## config.mk

```make
export PLATFORM = sky130hd
export DESIGN_NAME = flash_host
export DESIGN_NICKNAME = d
export VERILOG_FILES = /design/src/core/flash_host_pkg.sv /design/src/core/flash_host.sv
export SDC_FILE = /design/constraint.sdc
export NUM_CORES = 1
export LEC_CHECK = 0
export ABC_CLOCK_PERIOD_IN_PS = 5900
export BUFFER_PORTS_ARGS = -buffer_cell sky130_fd_sc_hd__clkbuf_2
export CAP_MARGIN = 5
export CORE_MARGIN = 2
export CORE_UTILIZATION = 61
export CTS_BUF_LIST = sky130_fd_sc_hd__clkbuf_8
export DETAILED_ROUTE_END_ITERATION = 8
export GPL_TIMING_DRIVEN = 0
export PLACE_DENSITY = 0.8
export SLEW_MARGIN = 10
export SYNTH_ARGS = -nofsm -noshare
export SYNTH_HDL_FRONTEND = slang
export SYNTH_SLANG_ARGS = --single-unit
```

## constraint.sdc

```tcl
create_clock -name pclk -period 5.9 [get_ports pclk]
set_clock_uncertainty 0.2 [all_clocks]
set_input_delay 0.885 -clock pclk [delete_from_list [all_inputs] [get_ports pclk]]
set_output_delay 0.885 -clock pclk [all_outputs]
set_load 0.01 [all_outputs]
```

## src/core/flash_host_pkg.sv

```systemverilog
package flash_host_pkg;
  // ==========================================================
  // register map, byte addresses on apb
  localparam logic [7:0] OFF_CTRL   = 8'h00;
  localparam logic [7:0] OFF_ADDR   = 8'h04;
  localparam logic [7:0] OFF_WDATA  = 8'h08;
  localparam logic [7:0] OFF_RDATA  = 8'h0c;
  localparam logic [7:0] OFF_STATUS = 8'h10;
  localparam logic [7:0] OFF_CFG    = 8'h14;
  // ==========================================================
  // field positions
  localparam int CTRL_GO      = 0;
  localparam int CTRL_CMD_LSB = 4;
  localparam int ST_BUSY      = 0;
  localparam int ST_DONE      = 1;
  localparam int ST_TIMEOUT   = 2;
  localparam int ST_VERIFY    = 3;
  localparam int ST_AUTOSEL   = 4;
  localparam int ST_REFUSED   = 5;
  localparam int ST_RDY       = 6;
  localparam int ST_SUPPLY    = 7;
  localparam int CFG_BYTE     = 0;
  localparam int CFG_IDV      = 1;
  // ==========================================================
  // commands software may start
  typedef enum logic [2:0] {
    CMD_READ    = 3'h0,
    CMD_RESET   = 3'h1,
    CMD_AUTOSEL = 3'h2,
    CMD_PROGRAM = 3'h3,
    CMD_HWRESET = 3'h4
  } cmd_t;
  localparam logic [15:0] RESET_CODE = 16'h00f0;
  localparam logic [15:0] BYTE_MASK  = 16'h00ff;
  // ==========================================================
  // timing, in ns, and cycle counts at 100 mhz
  localparam int CLK_NS     = 10;
  localparam int T_WE_NS    = 50;   // well above the glitch filter
  localparam int T_WH_NS    = 30;
  localparam int T_RD_NS    = 100;
  localparam int T_RP_NS    = 500;
  localparam int T_RH_NS    = 100;
  localparam int T_BUSY_NS  = 100;
  localparam int C_WE   = (T_WE_NS + CLK_NS - 1) / CLK_NS;
  localparam int C_WH   = (T_WH_NS + CLK_NS - 1) / CLK_NS;
  localparam int C_RD   = (T_RD_NS + CLK_NS - 1) / CLK_NS;
  localparam int C_RP   = (T_RP_NS + CLK_NS - 1) / CLK_NS;
  localparam int C_RH   = (T_RH_NS + CLK_NS - 1) / CLK_NS;
  localparam int C_BUSY = (T_BUSY_NS + CLK_NS - 1) / CLK_NS;
endpackage

```

## src/core/flash_host.sv

```systemverilog
// Notes on behaviour
// - writes only with chip select and strobe low, output enable high.
// - host writes reset code after timeout and to leave autoselect.
// - autoselect entry is two unlocks then the autoselect code.
// - program is two unlocks, setup code, then address and data.
//
// The address map and the APB slave port are this design's own decisions.
`timescale 1ns/10ps
module flash_host #(
  parameter int          ADDR_W       = 19,
  parameter int          PROG_TIMEOUT = 100000,
  parameter logic [18:0] UNLOCK1_ADDR = 19'h0_0001,
  parameter logic [18:0] UNLOCK2_ADDR = 19'h0_0002,
  parameter logic [15:0] UNLOCK1_DATA = 16'h0001,
  parameter logic [15:0] UNLOCK2_DATA = 16'h0002,
  parameter logic [15:0] AUTOSEL_CODE = 16'h0003,
  parameter logic [15:0] PROGRAM_CODE = 16'h0004
) (
  // clock and reset
  input  wire logic              pclk,
  input  wire logic              presetn,
  // apb slave
  input  wire logic              psel,
  input  wire logic              penable,
  input  wire logic              pwrite,
  input  wire logic [7:0]        paddr,
  input  wire logic [31:0]       pwdata,
  output logic      [31:0]       prdata,
  output logic                   pready,
  output logic                   pslverr,
  // flash pins
  output logic      [ADDR_W-1:0] fl_addr,
  output logic      [15:0]       fl_dq_o,
  input  wire logic [15:0]       fl_dq_i,
  output logic                   fl_dq_oe,
  output logic                   fl_ce_n,
  output logic                   fl_we_n,
  output logic                   fl_oe_n,
  output logic                   fl_reset_n,
  output logic                   fl_byte_n,
  output logic                   id_voltage_en,
  input  wire logic              ready_busy_n,
  input  wire logic              supply_ok
);
  typedef enum logic [3:0] {
    S_IDLE, S_WR_SETUP, S_WR_LOW, S_WR_HIGH, S_PG_WAIT,
    S_RD_SETUP, S_RD_LOW, S_RD_END, S_HW_LOW, S_HW_REC
  } state_t;

  // ==========================================================
  // sequence tables
  function automatic logic [1:0] last_step(input flash_host_pkg::cmd_t c);
    unique case (c)
      flash_host_pkg::CMD_PROGRAM: last_step = 2'd3;
      flash_host_pkg::CMD_AUTOSEL: last_step = 2'd2;
      default:                     last_step = 2'd0;
    endcase
  endfunction

  function automatic logic [ADDR_W+15:0] seq_word(input flash_host_pkg::cmd_t c, input logic [1:0] s,
                                                  input logic [ADDR_W-1:0] a, input logic [15:0] d);
    if (c == flash_host_pkg::CMD_RESET)
      seq_word = {a, flash_host_pkg::RESET_CODE};
    else
    begin
      unique case (s)
        2'd0:    seq_word = {UNLOCK1_ADDR[ADDR_W-1:0], UNLOCK1_DATA};
        2'd1:    seq_word = {UNLOCK2_ADDR[ADDR_W-1:0], UNLOCK2_DATA};
        2'd2:    seq_word = {UNLOCK1_ADDR[ADDR_W-1:0],
                             (c == flash_host_pkg::CMD_PROGRAM) ? PROGRAM_CODE : AUTOSEL_CODE};
        default: seq_word = {a, d};
      endcase
    end
  endfunction

  // ==========================================================
  // pin synchronisers
  logic [2:0]  rb_s_q, sup_s_q;
  logic        rb_f_q, sup_f_q;
  logic [15:0] dq1_q, dq2_q, dq3_q;
  always_ff @(posedge pclk or negedge presetn)
  begin
    if (!presetn)
    begin
      rb_s_q  <= 3'b000;
      sup_s_q <= 3'b000;
      rb_f_q  <= 1'b0;
      sup_f_q <= 1'b0;
      dq1_q   <= 16'h0000;
      dq2_q   <= 16'h0000;
      dq3_q   <= 16'h0000;
    end
    else
    begin
      rb_s_q  <= {rb_s_q[1:0], ready_busy_n};
      sup_s_q <= {sup_s_q[1:0], supply_ok};
      if (rb_s_q[1] == rb_s_q[2])
        rb_f_q <= rb_s_q[2];
      if (sup_s_q[1] == sup_s_q[2])
        sup_f_q <= sup_s_q[2];
      dq1_q <= fl_dq_i;
      dq2_q <= dq1_q;
      dq3_q <= dq2_q;
    end
  end

  // ==========================================================
  // registers and sequencer
  state_t                state_q, state_d;
  flash_host_pkg::cmd_t  cmd_q, cmd_d;
  logic [1:0]            step_q, step_d;
  logic [31:0]           cnt_q, cnt_d;
  logic [ADDR_W-1:0]     areg_q, areg_d, fa_q, fa_d;
  logic [15:0]           wreg_q, wreg_d, rreg_q, rreg_d, dqo_q, dqo_d;
  logic [1:0]            cfg_q, cfg_d;
  logic                  done_q, done_d, tmo_q, tmo_d, ver_q, ver_d, asel_q, asel_d, ref_q, ref_d;
  logic                  verify_q, verify_d, oe_q, oe_d, ce_q, ce_d, we_q, we_d, rd_q, rd_d, rst_q, rst_d;
  logic [31:0]           prdata_q, prdata_d;
  logic                  pready_q, pready_d, pslverr_q, pslverr_d;
  logic                  rd_n_q, rd_n_d, byte_n_q, byte_n_d;
  logic                  acc, wr, start, busy;
  logic [7:0]            st;
  logic [15:0]           mask;

  assign acc   = psel && penable && !pready_q;
  assign wr    = psel && penable && pready_q && pwrite;
  assign busy  = (state_q != S_IDLE);
  assign start = wr && (paddr == flash_host_pkg::OFF_CTRL) && pwdata[flash_host_pkg::CTRL_GO];
  assign mask  = cfg_q[flash_host_pkg::CFG_BYTE] ? flash_host_pkg::BYTE_MASK : 16'hffff;
  assign st    = {sup_f_q, rb_f_q, ref_q, asel_q, ver_q, tmo_q, done_q, busy};

  always_comb
  begin
    state_d   = state_q;
    cmd_d     = cmd_q;
    step_d    = step_q;
    cnt_d     = cnt_q;
    areg_d    = areg_q;
    wreg_d    = wreg_q;
    rreg_d    = rreg_q;
    cfg_d     = cfg_q;
    fa_d      = fa_q;
    dqo_d     = dqo_q;
    done_d    = done_q;
    tmo_d     = tmo_q;
    ver_d     = ver_q;
    asel_d    = asel_q;
    ref_d     = ref_q;
    verify_d  = verify_q;
    oe_d      = oe_q;
    ce_d      = ce_q;
    we_d      = we_q;
    rd_d      = rd_q;
    rst_d     = rst_q;
    prdata_d  = prdata_q;
    pready_d  = 1'b0;
    pslverr_d = 1'b0;
    // apb: one wait state, answer registered
    if (acc)
    begin
      pready_d = 1'b1;
      unique case (paddr)
        flash_host_pkg::OFF_CTRL:   prdata_d = {25'd0, cmd_q, 3'd0, busy};
        flash_host_pkg::OFF_ADDR:   prdata_d = 32'(areg_q);
        flash_host_pkg::OFF_WDATA:  prdata_d = {16'h0000, wreg_q};
        flash_host_pkg::OFF_RDATA:  prdata_d = {16'h0000, rreg_q};
        flash_host_pkg::OFF_STATUS: prdata_d = {24'd0, st};
        flash_host_pkg::OFF_CFG:    prdata_d = {30'd0, cfg_q};
        default:
        begin
          prdata_d  = 32'h0000_0000;
          pslverr_d = 1'b1;
        end
      endcase
    end
    // settings are locked while a transfer runs so pins never change mid-cycle
    if (wr && !busy)
    begin
      if (paddr == flash_host_pkg::OFF_ADDR)
        areg_d = pwdata[ADDR_W-1:0];
      if (paddr == flash_host_pkg::OFF_WDATA)
        wreg_d = pwdata[15:0];
      if (paddr == flash_host_pkg::OFF_CFG)
        cfg_d = pwdata[1:0];
    end
    if (start && busy)
      ref_d = 1'b1;
    unique case (state_q)
      S_IDLE:
        if (start)
        begin
          cmd_d    = flash_host_pkg::cmd_t'(pwdata[flash_host_pkg::CTRL_CMD_LSB +: 3]);
          step_d   = 2'd0;
          cnt_d    = 32'd0;
          done_d   = 1'b0;
          tmo_d    = 1'b0;
          ver_d    = 1'b0;
          ref_d    = 1'b0;
          verify_d = 1'b0;
          unique case (pwdata[flash_host_pkg::CTRL_CMD_LSB +: 3])
            flash_host_pkg::CMD_READ:    state_d = S_RD_SETUP;
            flash_host_pkg::CMD_HWRESET: state_d = S_HW_LOW;
            flash_host_pkg::CMD_RESET, flash_host_pkg::CMD_AUTOSEL, flash_host_pkg::CMD_PROGRAM:
              if (sup_f_q)
                state_d = S_WR_SETUP;
              else
                ref_d = 1'b1;
            default: ref_d = 1'b1;
          endcase
        end
      S_WR_SETUP:
      begin
        {fa_d, dqo_d} = seq_word(cmd_q, step_q, areg_q, wreg_q);
        oe_d    = 1'b1;
        rd_d    = 1'b0;
        cnt_d   = 32'd0;
        state_d = S_WR_LOW;
      end
      S_WR_LOW:
      begin
        ce_d  = 1'b0;
        we_d  = 1'b0;
        cnt_d = cnt_q + 32'd1;
        if (cnt_q == 32'(flash_host_pkg::C_WE))
        begin
          ce_d    = 1'b1;
          we_d    = 1'b1;
          cnt_d   = 32'd0;
          state_d = S_WR_HIGH;
        end
      end
      S_WR_HIGH:
      begin
        cnt_d = cnt_q + 32'd1;
        if (cnt_q == 32'(flash_host_pkg::C_WH))
        begin
          oe_d  = 1'b0;
          cnt_d = 32'd0;
          if (step_q != last_step(cmd_q))
          begin
            step_d  = step_q + 2'd1;
            state_d = S_WR_SETUP;
          end
          else if (cmd_q == flash_host_pkg::CMD_PROGRAM)
            state_d = S_PG_WAIT;
          else
          begin
            asel_d  = (cmd_q == flash_host_pkg::CMD_AUTOSEL);
            done_d  = 1'b1;
            state_d = S_IDLE;
          end
        end
      end
      S_PG_WAIT:
      begin
        cnt_d = cnt_q + 32'd1;
        if (cnt_q >= 32'(flash_host_pkg::C_BUSY) && rb_f_q)
        begin
          verify_d = 1'b1;
          state_d  = S_RD_SETUP;
        end
        else if (cnt_q == 32'(PROG_TIMEOUT))
        begin
          tmo_d   = 1'b1;
          cmd_d   = flash_host_pkg::CMD_RESET;
          step_d  = 2'd0;
          state_d = S_WR_SETUP;
        end
      end
      S_RD_SETUP:
      begin
        fa_d    = areg_q;
        cnt_d   = 32'd0;
        state_d = S_RD_LOW;
      end
      S_RD_LOW:
      begin
        ce_d  = 1'b0;
        rd_d  = 1'b1;
        cnt_d = cnt_q + 32'd1;
        // wait for access time plus synchroniser depth, then a settled word
        if (cnt_q >= 32'(flash_host_pkg::C_RD + 3) && dq2_q == dq3_q)
        begin
          rreg_d  = dq3_q & mask;
          ce_d    = 1'b1;
          rd_d    = 1'b0;
          state_d = S_RD_END;
        end
      end
      S_RD_END:
      begin
        if (verify_q && ((rreg_q ^ wreg_q) & mask) != 16'h0000)
          ver_d = 1'b1;
        done_d  = 1'b1;
        state_d = S_IDLE;
      end
      S_HW_LOW:
      begin
        rst_d = 1'b0;
        cnt_d = cnt_q + 32'd1;
        if (cnt_q == 32'(flash_host_pkg::C_RP))
        begin
          rst_d   = 1'b1;
          cnt_d   = 32'd0;
          state_d = S_HW_REC;
        end
      end
      S_HW_REC:
      begin
        cnt_d = cnt_q + 32'd1;
        if (cnt_q == 32'(flash_host_pkg::C_RH))
        begin
          asel_d  = 1'b0;
          done_d  = 1'b1;
          state_d = S_IDLE;
        end
      end
    endcase
    // pins leave flops directly, so the active-low copies get registers of their own
    rd_n_d   = !rd_d;
    byte_n_d = !cfg_d[flash_host_pkg::CFG_BYTE];
  end

  always_ff @(posedge pclk or negedge presetn)
  begin
    if (!presetn)
    begin
      state_q   <= S_IDLE;
      cmd_q     <= flash_host_pkg::CMD_READ;
      step_q    <= 2'd0;
      cnt_q     <= 32'd0;
      areg_q    <= '0;
      wreg_q    <= 16'h0000;
      rreg_q    <= 16'h0000;
      cfg_q     <= 2'b00;
      fa_q      <= '0;
      dqo_q     <= 16'h0000;
      done_q    <= 1'b0;
      tmo_q     <= 1'b0;
      ver_q     <= 1'b0;
      asel_q    <= 1'b0;
      ref_q     <= 1'b0;
      verify_q  <= 1'b0;
      oe_q      <= 1'b0;
      ce_q      <= 1'b1;
      we_q      <= 1'b1;
      rd_q      <= 1'b0;
      rst_q     <= 1'b1;
      prdata_q  <= 32'h0000_0000;
      pready_q  <= 1'b0;
      pslverr_q <= 1'b0;
      rd_n_q    <= 1'b1;
      byte_n_q  <= 1'b1;
    end
    else
    begin
      state_q   <= state_d;
      cmd_q     <= cmd_d;
      step_q    <= step_d;
      cnt_q     <= cnt_d;
      areg_q    <= areg_d;
      wreg_q    <= wreg_d;
      rreg_q    <= rreg_d;
      cfg_q     <= cfg_d;
      fa_q      <= fa_d;
      dqo_q     <= dqo_d;
      done_q    <= done_d;
      tmo_q     <= tmo_d;
      ver_q     <= ver_d;
      asel_q    <= asel_d;
      ref_q     <= ref_d;
      verify_q  <= verify_d;
      oe_q      <= oe_d;
      ce_q      <= ce_d;
      we_q      <= we_d;
      rd_q      <= rd_d;
      rst_q     <= rst_d;
      prdata_q  <= prdata_d;
      pready_q  <= pready_d;
      pslverr_q <= pslverr_d;
      rd_n_q    <= rd_n_d;
      byte_n_q  <= byte_n_d;
    end
  end

  assign prdata        = prdata_q;
  assign pready        = pready_q;
  assign pslverr       = pslverr_q;
  assign fl_addr       = fa_q;
  assign fl_dq_o       = dqo_q;
  assign fl_dq_oe      = oe_q;
  assign fl_ce_n       = ce_q;
  assign fl_we_n       = we_q;
  assign fl_oe_n       = rd_n_q;
  assign fl_reset_n    = rst_q;
  assign fl_byte_n     = byte_n_q;
  assign id_voltage_en = cfg_q[flash_host_pkg::CFG_IDV];
endmodule // flash_host

```

==> metrics.cfg, run 1 <==
[outcome]
status=finished clean

[setup_path]
worstPathMaxFanout=6
cp_cell_sequence=or4_4, nor3_2, nand2_1, o31ai_1, nor4_1, nor3_1, mux2_1
r2r_end=step_q[0]
worstReg2RegStart=cnt_q[14]
path_buf_inv=0
start_kind=register
critPathKind=register to register
cp-end-kind=register
cp.depth=7
crit_path_start=cnt_q[14]
cp.arrival_ns=3.68
crit_path_top_delay_cell=o31ai_1
cp.required_ns=6.11
max_stage_delay_ns=0.67
rr_worst_depth=7
crit_end=step_q[0]
crit_family=simple AND/OR/NAND/NOR gates
rrSetupSlack_ns=2.42

[route]
wl_um=24350
ant_nets=0
drtIter0Drc=823
drc=0
vias_per_cell=5.895
wl_per_cell_um=18.20
firstDrtPassIters=5
via_count=7887

[pwr]
intPower_mw=2.884
ir_worst_vdd_v=0.0004623
power_mw=4.668
leakage_nw=5.608
p_switching_mw=1.784
power.share.switching=0.3821
clkPwrFrac=0.285
p_per_area_mw_per_mm2=397.1
power.share.sequential=0.364
share_comb_of_total_power=0.350

[global_route]
grt.total_usage=0.2825
grt_pass1_vias=7568
grt_max_degree=84
antenna_found_initial=0
grt_overflow=0
grt_pass1_wl_um=39630

[synth]
syn_area_per_cell_um2=10.81
netlist_instances=932
synth_top_area_cell=dfrtp_1
synth_ff_type=dfrtp_1
yosys_register_bits=219
ys_types=69
synth_edf_count=0
synthTopCellsByArea=dfrtp_1 (53%), mux2_2 (5.8%), nand2_1 (4.6%)
seq_area_frac_synth=0.5447
syn-cell-area_mm2=0.01007
synth_common_cells=dfrtp_1 (214), nand2_1 (123), mux2_2 (52)
synth.top_cell.area_share=0.5316
yosys_warnings=0
post-synth-top-count-cell=dfrtp_1
async_flop_share=1.000

[layout]
stdcell_area_mm2=0.01176
post-route-util=0.7347
final_nets=1168
post_layout_nonfiller_instances=1338
area_growth_pct=16.69
diodes=0
fill_cells=1187
drive_above_1_share=0.2389

[timing]
grt_setup_unrepaired=false
slew_headroom=0.2234
tns_ns=0
final-setup-viol-count=0
whs_ns=0.1414
worstMarginPinSlew_ns=1.162
finalCritPeriodShare=0.5891
final.setup.worst_slack_ns=2.424
period_minus_slack_ns=3.476
max_freq_mhz=287.7
hold_viol=0
report.final.slew_viol_count=0

[clocking]
cts_tree=done
post_cts_buffers=0
cts_num_sinks=219
clk_latency_ns=0.53
clk_pin_slew_ns=0.07
cts_htree_levels=2
root_buffer=clkbuf_8
cts-hold-fix-buffers=0
cts_made_buffers=36
cts_resized=0
cts_buffer_depth=3

[floorplanning]
die_height_um=132.5
row_count=46
io_pins=139
die_x_um=132.5
dieArea_mm2=0.01756
fp.coreArea_mm2=0.01600
start_util=0.6296

[place]
gp_congestion=0.9042
dpl_worst_slack_ns=2.155
dp.final_hpwl_um=17690
dp.cells=1274
dpl_cell_area_mm2=0.01101
io_buffer_count=112

[flow_run]
maxCapViolations=0

[min_path]
hp-class=register to register

==> worst min-delay path by stage <==
stage	startpoint	to	cells after the start	slack, ns
floorplan	dq1_q[0]	dq2_q[0]	0	0.13
global route	dq1_q[3]	dq2_q[3]	0	0.15
finish	dq1_q[15]	dq2_q[15]	0	0.14
detailed placement	dq1_q[14]	dq2_q[14]	0	0.14
global placement	rb_s_q[0]	rb_s_q[1]	0	0.13
CTS	dq1_q[15]	dq2_q[15]	0	0.14
==> kinds of logic (layout without fill, tap and decap cells) <==
logic type	Yosys count	after routing	share of synthesized area
adder cells (fa/ha/maj)	11	11	0.01317
buffers and inverters	73	251	0.03378
multiplexers	70	70	0.08061
XOR/XNOR	36	36	0.03130
other	1	13	0.0003723
flip-flops	219	219	0.5447
AO/OA/AOI/OAI	194	194	0.1262
AND/OR/NAND/NOR	328	328	0.1699
==> state kept, by name, indices dropped and copies added (netlist names), 2 cells and up <==
name / flops
cfg_q: 2
cnt_q: 32
rb_s_q: 3
fl_dq_o: 16
state_q: 4
areg_q: 19
step_q: 2
rreg_q: 16
wreg_q: 16
dq1_q: 16
prdata: 19
dq2_q: 16
cmd_q: 3
fl_addr: 19
sup_s_q: 3
dq3_q: 16
==> layout by cell type (no fill, tap or decap), drive strengths merged, types with 13 or more instances in the layout <==
cell type,count
mux2,59
clkbuf,195
conb,13
xnor2,24
nor4,19
dfrtp,214
nor3,23
nand4,15
inv,24
nand2b,16
a31oi,15
a22o,20
a21oi,29
nor2,39
o21ai,73
nand2,123
nand3,22
buf,27
==> final cells by class <==
cell class,instances,area (um^2),share of cell area
Tap cell,216,270.3,0.02299
Inverter,14,52.55,0.004470
Multi-Input combinational cell,652,4292,0.3651
Buffer,59,287.8,0.02448
Clock buffer,49,674.4,0.05737
Sequential cell,219,5487,0.4667
Timing Repair Buffer,114,624.3,0.05311
Clock inverter,15,67.56,0.005748
==> routing by layer <==
metal	part of all wire	up-vias	wire length (um)	global-route usage
met4	0.026	0	644	0.1069
met5	0	-	0	0
met2	0.45	344	10880	0.4200
met3	0.079	60	1929	0.04981
met1	0.45	3819	10890	0.4190
li1	-	3664	-	-
==> power by group through the flow <==
stage                     Sequential (mW)  Clock, mW  Combinational (mW)
after detailed placement             1.72          0                1.59
after floorplan                      1.70          0                1.13
after CTS                            1.70       1.35                1.60
after global routing                 1.71       1.43                1.79
final                                1.70       1.33                1.63
after global placement               1.72          0                1.56
(Power assumes the default switching activity.)
==> run 2: changes to the inputs <==
--- a/config.mk
+++ b/config.mk
@@ -5,15 +5,16 @@
 export SDC_FILE = /design/constraint.sdc
 export NUM_CORES = 1
 export LEC_CHECK = 0
-export ABC_CLOCK_PERIOD_IN_PS = 5900
+export ABC_AREA = 1
+export ABC_CLOCK_PERIOD_IN_PS = 3100
 export BUFFER_PORTS_ARGS = -buffer_cell sky130_fd_sc_hd__clkbuf_2
 export CAP_MARGIN = 5
 export CORE_MARGIN = 2
-export CORE_UTILIZATION = 61
+export CORE_UTILIZATION = 54
 export CTS_BUF_LIST = sky130_fd_sc_hd__clkbuf_8
 export DETAILED_ROUTE_END_ITERATION = 8
 export GPL_TIMING_DRIVEN = 0
-export PLACE_DENSITY = 0.8
+export PLACE_DENSITY = 0.74
 export SLEW_MARGIN = 10
 export SYNTH_ARGS = -nofsm -noshare
 export SYNTH_HDL_FRONTEND = slang
==> constraint.sdc (replaced) <==
create_clock -name pclk -period 3.1 [get_ports pclk]
set_clock_uncertainty 0.2 [all_clocks]
set_input_delay 0.465 -clock pclk [delete_from_list [all_inputs] [get_ports pclk]]
set_output_delay 0.465 -clock pclk [all_outputs]
set_load 0.01 [all_outputs]
==> run 2 against run 1 <==
  * Sequential cell count is the same
  * Synthesized cell count grew 43%
  * Non-clock buffer count grew 16
  * Maximum frequency grew 26%
  * Wire length grew 26%
  * Final area grew 8.9%
  * Power grew 69%
  * Register-to-register slack lost 2.1 ns
  * Critical path type unchanged
  * Largest power group unchanged
  * Highest routed layer unchanged
==> metrics.cfg, run 2 <==
[clocking]
cts_htree_levels=2
cts_made_buffers=38
cts_tree=done
cts_num_sinks=219
root_buffer=clkbuf_8
cts_resized=0
clk_latency_ns=0.55
cts_buffer_depth=3
clk_pin_slew_ns=0.06

[timing]
worstMarginPinSlew_ns=0.7164
finalCritPeriodShare=0.8873
final-setup-viol-count=0
tns_ns=0
report.final.slew_viol_count=0
max_freq_mhz=363.6
whs_ns=0.01978
final.setup.worst_slack_ns=0.3494
hold_viol=0
period_minus_slack_ns=2.751
slew_headroom=0.5224
grt_setup_unrepaired=false

[setup_path]
start_kind=register
cp.required_ns=3.30
crit_path_top_delay_cell=nor2_1
worstPathMaxFanout=8
cp.arrival_ns=2.95
cp_cell_sequence=ha_1, nand2_1, inv_1, nand3_1, nor2_1, nand4_1, nor2_1, nand2_1, nand3_1, nand2_1
max_stage_delay_ns=0.52
crit_top_cell=nand2_1
cp-end-kind=register
critPathKind=register to register
rr_worst_depth=10

[flow_run]
maxCapViolations=0

[synth]
netlist_instances=1332
yosys_warnings=0
synth_common_cells=nand2_1 (368), dfrtp_1 (214), inv_1 (153)
async_flop_share=1.000
yosys_register_bits=219
synth_edf_count=0
post-synth-top-count-cell=nand2_1
synth_ff_type=dfrtp_1
synthTopCellsByArea=dfrtp_1 (50%), nand2_1 (13%), o21ai_0 (5.5%)
ys_types=52
syn-cell-area_mm2=0.01079
seq_area_frac_synth=0.5086
synth_top_area_cell=dfrtp_1
synth.top_cell.area_share=0.4965
syn_area_per_cell_um2=8.098

[global_route]
grt_pass1_wl_um=49050
grt.total_usage=0.2924
grt_max_degree=92
grt_pass1_vias=9232
grt_overflow=0
antenna_found_initial=0

[floorplanning]
io_pins=139
fp.coreArea_mm2=0.01953
dieArea_mm2=0.02112
row_count=51
die_x_um=145.3
start_util=0.5524
die_height_um=145.3

[route]
drtIter0Drc=885
vias_per_cell=5.390
drc=0
via_count=9778
firstDrtPassIters=5
wl_per_cell_um=16.92
wl_um=30690
ant_nets=0

[pwr]
p_per_area_mw_per_mm2=615.8
leakage_nw=6.492
power_mw=7.880
ir_worst_vdd_v=0.0004648

[layout]
diodes=0
regMostFlops=cnt_q
stdcell_area_mm2=0.01280
post-route-util=0.6554
multiInputGateArea_mm2=0.004443
fill_cells=1706
final_nets=1596
final_common_cell=nand2_1
post_layout_nonfiller_instances=1814
seq_area_mm2=0.005487
drive_above_1_share=0.1620
area_growth_pct=18.64
final_cell_mix=nand2_1 (368), dfrtp_1 (214), inv_1 (161)
largest_reg_flops=32

[place]
dp.cells=1723
dpl_cell_area_mm2=0.01179
gp_congestion=0.9672
dp.final_hpwl_um=22450
io_buffer_count=112
dpl_worst_slack_ns=0.4716

[min_path]
hp-class=primary input to register
hold_path_depth=2

[outcome]
status=finished clean

-- run 2: logic make-up (layout without fill, tap and decap cells) --
group,count (synthesis),in the layout,share of synthesized area
AO/OA/AOI/OAI,208,208,0.1153
XOR/XNOR,29,29,0.02355
adder cells (fa/ha/maj),11,11,0.01230
buffers and inverters,216,421,0.08363
flip-flops,219,219,0.5086
multiplexers,2,2,0.002088
other,1,13,0.0003477
AND/OR/NAND/NOR,646,646,0.2541
-- run 2: layout make-up --
class | instances | area share
buffer | 49 | 0.02151
clock buffer | 48 | 0.05162
clock inverter | 17 | 0.006942
inverter | 167 | 0.04898
multi-input combinational | 909 | 0.3472
sequential | 219 | 0.4287
tap | 265 | 0.02591
timing repair buffer | 140 | 0.06912
-- run 2: path summary, 6_finish.rpt --
path	to	start	slack (ns)
worst max-delay path	cnt_q[30]	cnt_q[0]	0.35
worst min-delay path	fl_byte_n	pwdata[0]	0.02
worst max register to register	cnt_q[30]	cnt_q[0]	0.35
worst min register to register	dq2_q[11]	dq1_q[11]	0.15
max in group asynchronous	fl_byte_n	presetn	1.23
min in group asynchronous	cnt_q[21]	presetn	0.26
-- run 2: where the power goes --
part	leakage [nW]	internal, mW	total (mW)	switching, mW
clock network	0.414	1.40	2.61	1.21
logic	3.24	0.553	2.10	1.55
registers	2.84	3.03	3.17	0.138
-- run 2: what timing repair did --
item	CTS	global route
hold buffers	26	0
hold endpoints to repair	85	0
setup buffers	0	0
-- run 2: critical path: cells and delay by family (launching register included) --
kind                     cells  cell delay [ns]
adder cells (fa/ha/maj)      1             0.32
AND/OR/NAND/NOR              8             1.50
flip-flops                   1             0.49
buffers and inverters        1             0.10
-- run 2: metal layers --
layer	up-vias	track usage	wire length, um
met4	0	0.07745	522
met5	-	0	0
met3	44	0.06803	2978
li1	4655	-	-
met1	4628	0.4368	14030
met2	451	0.4327	13160
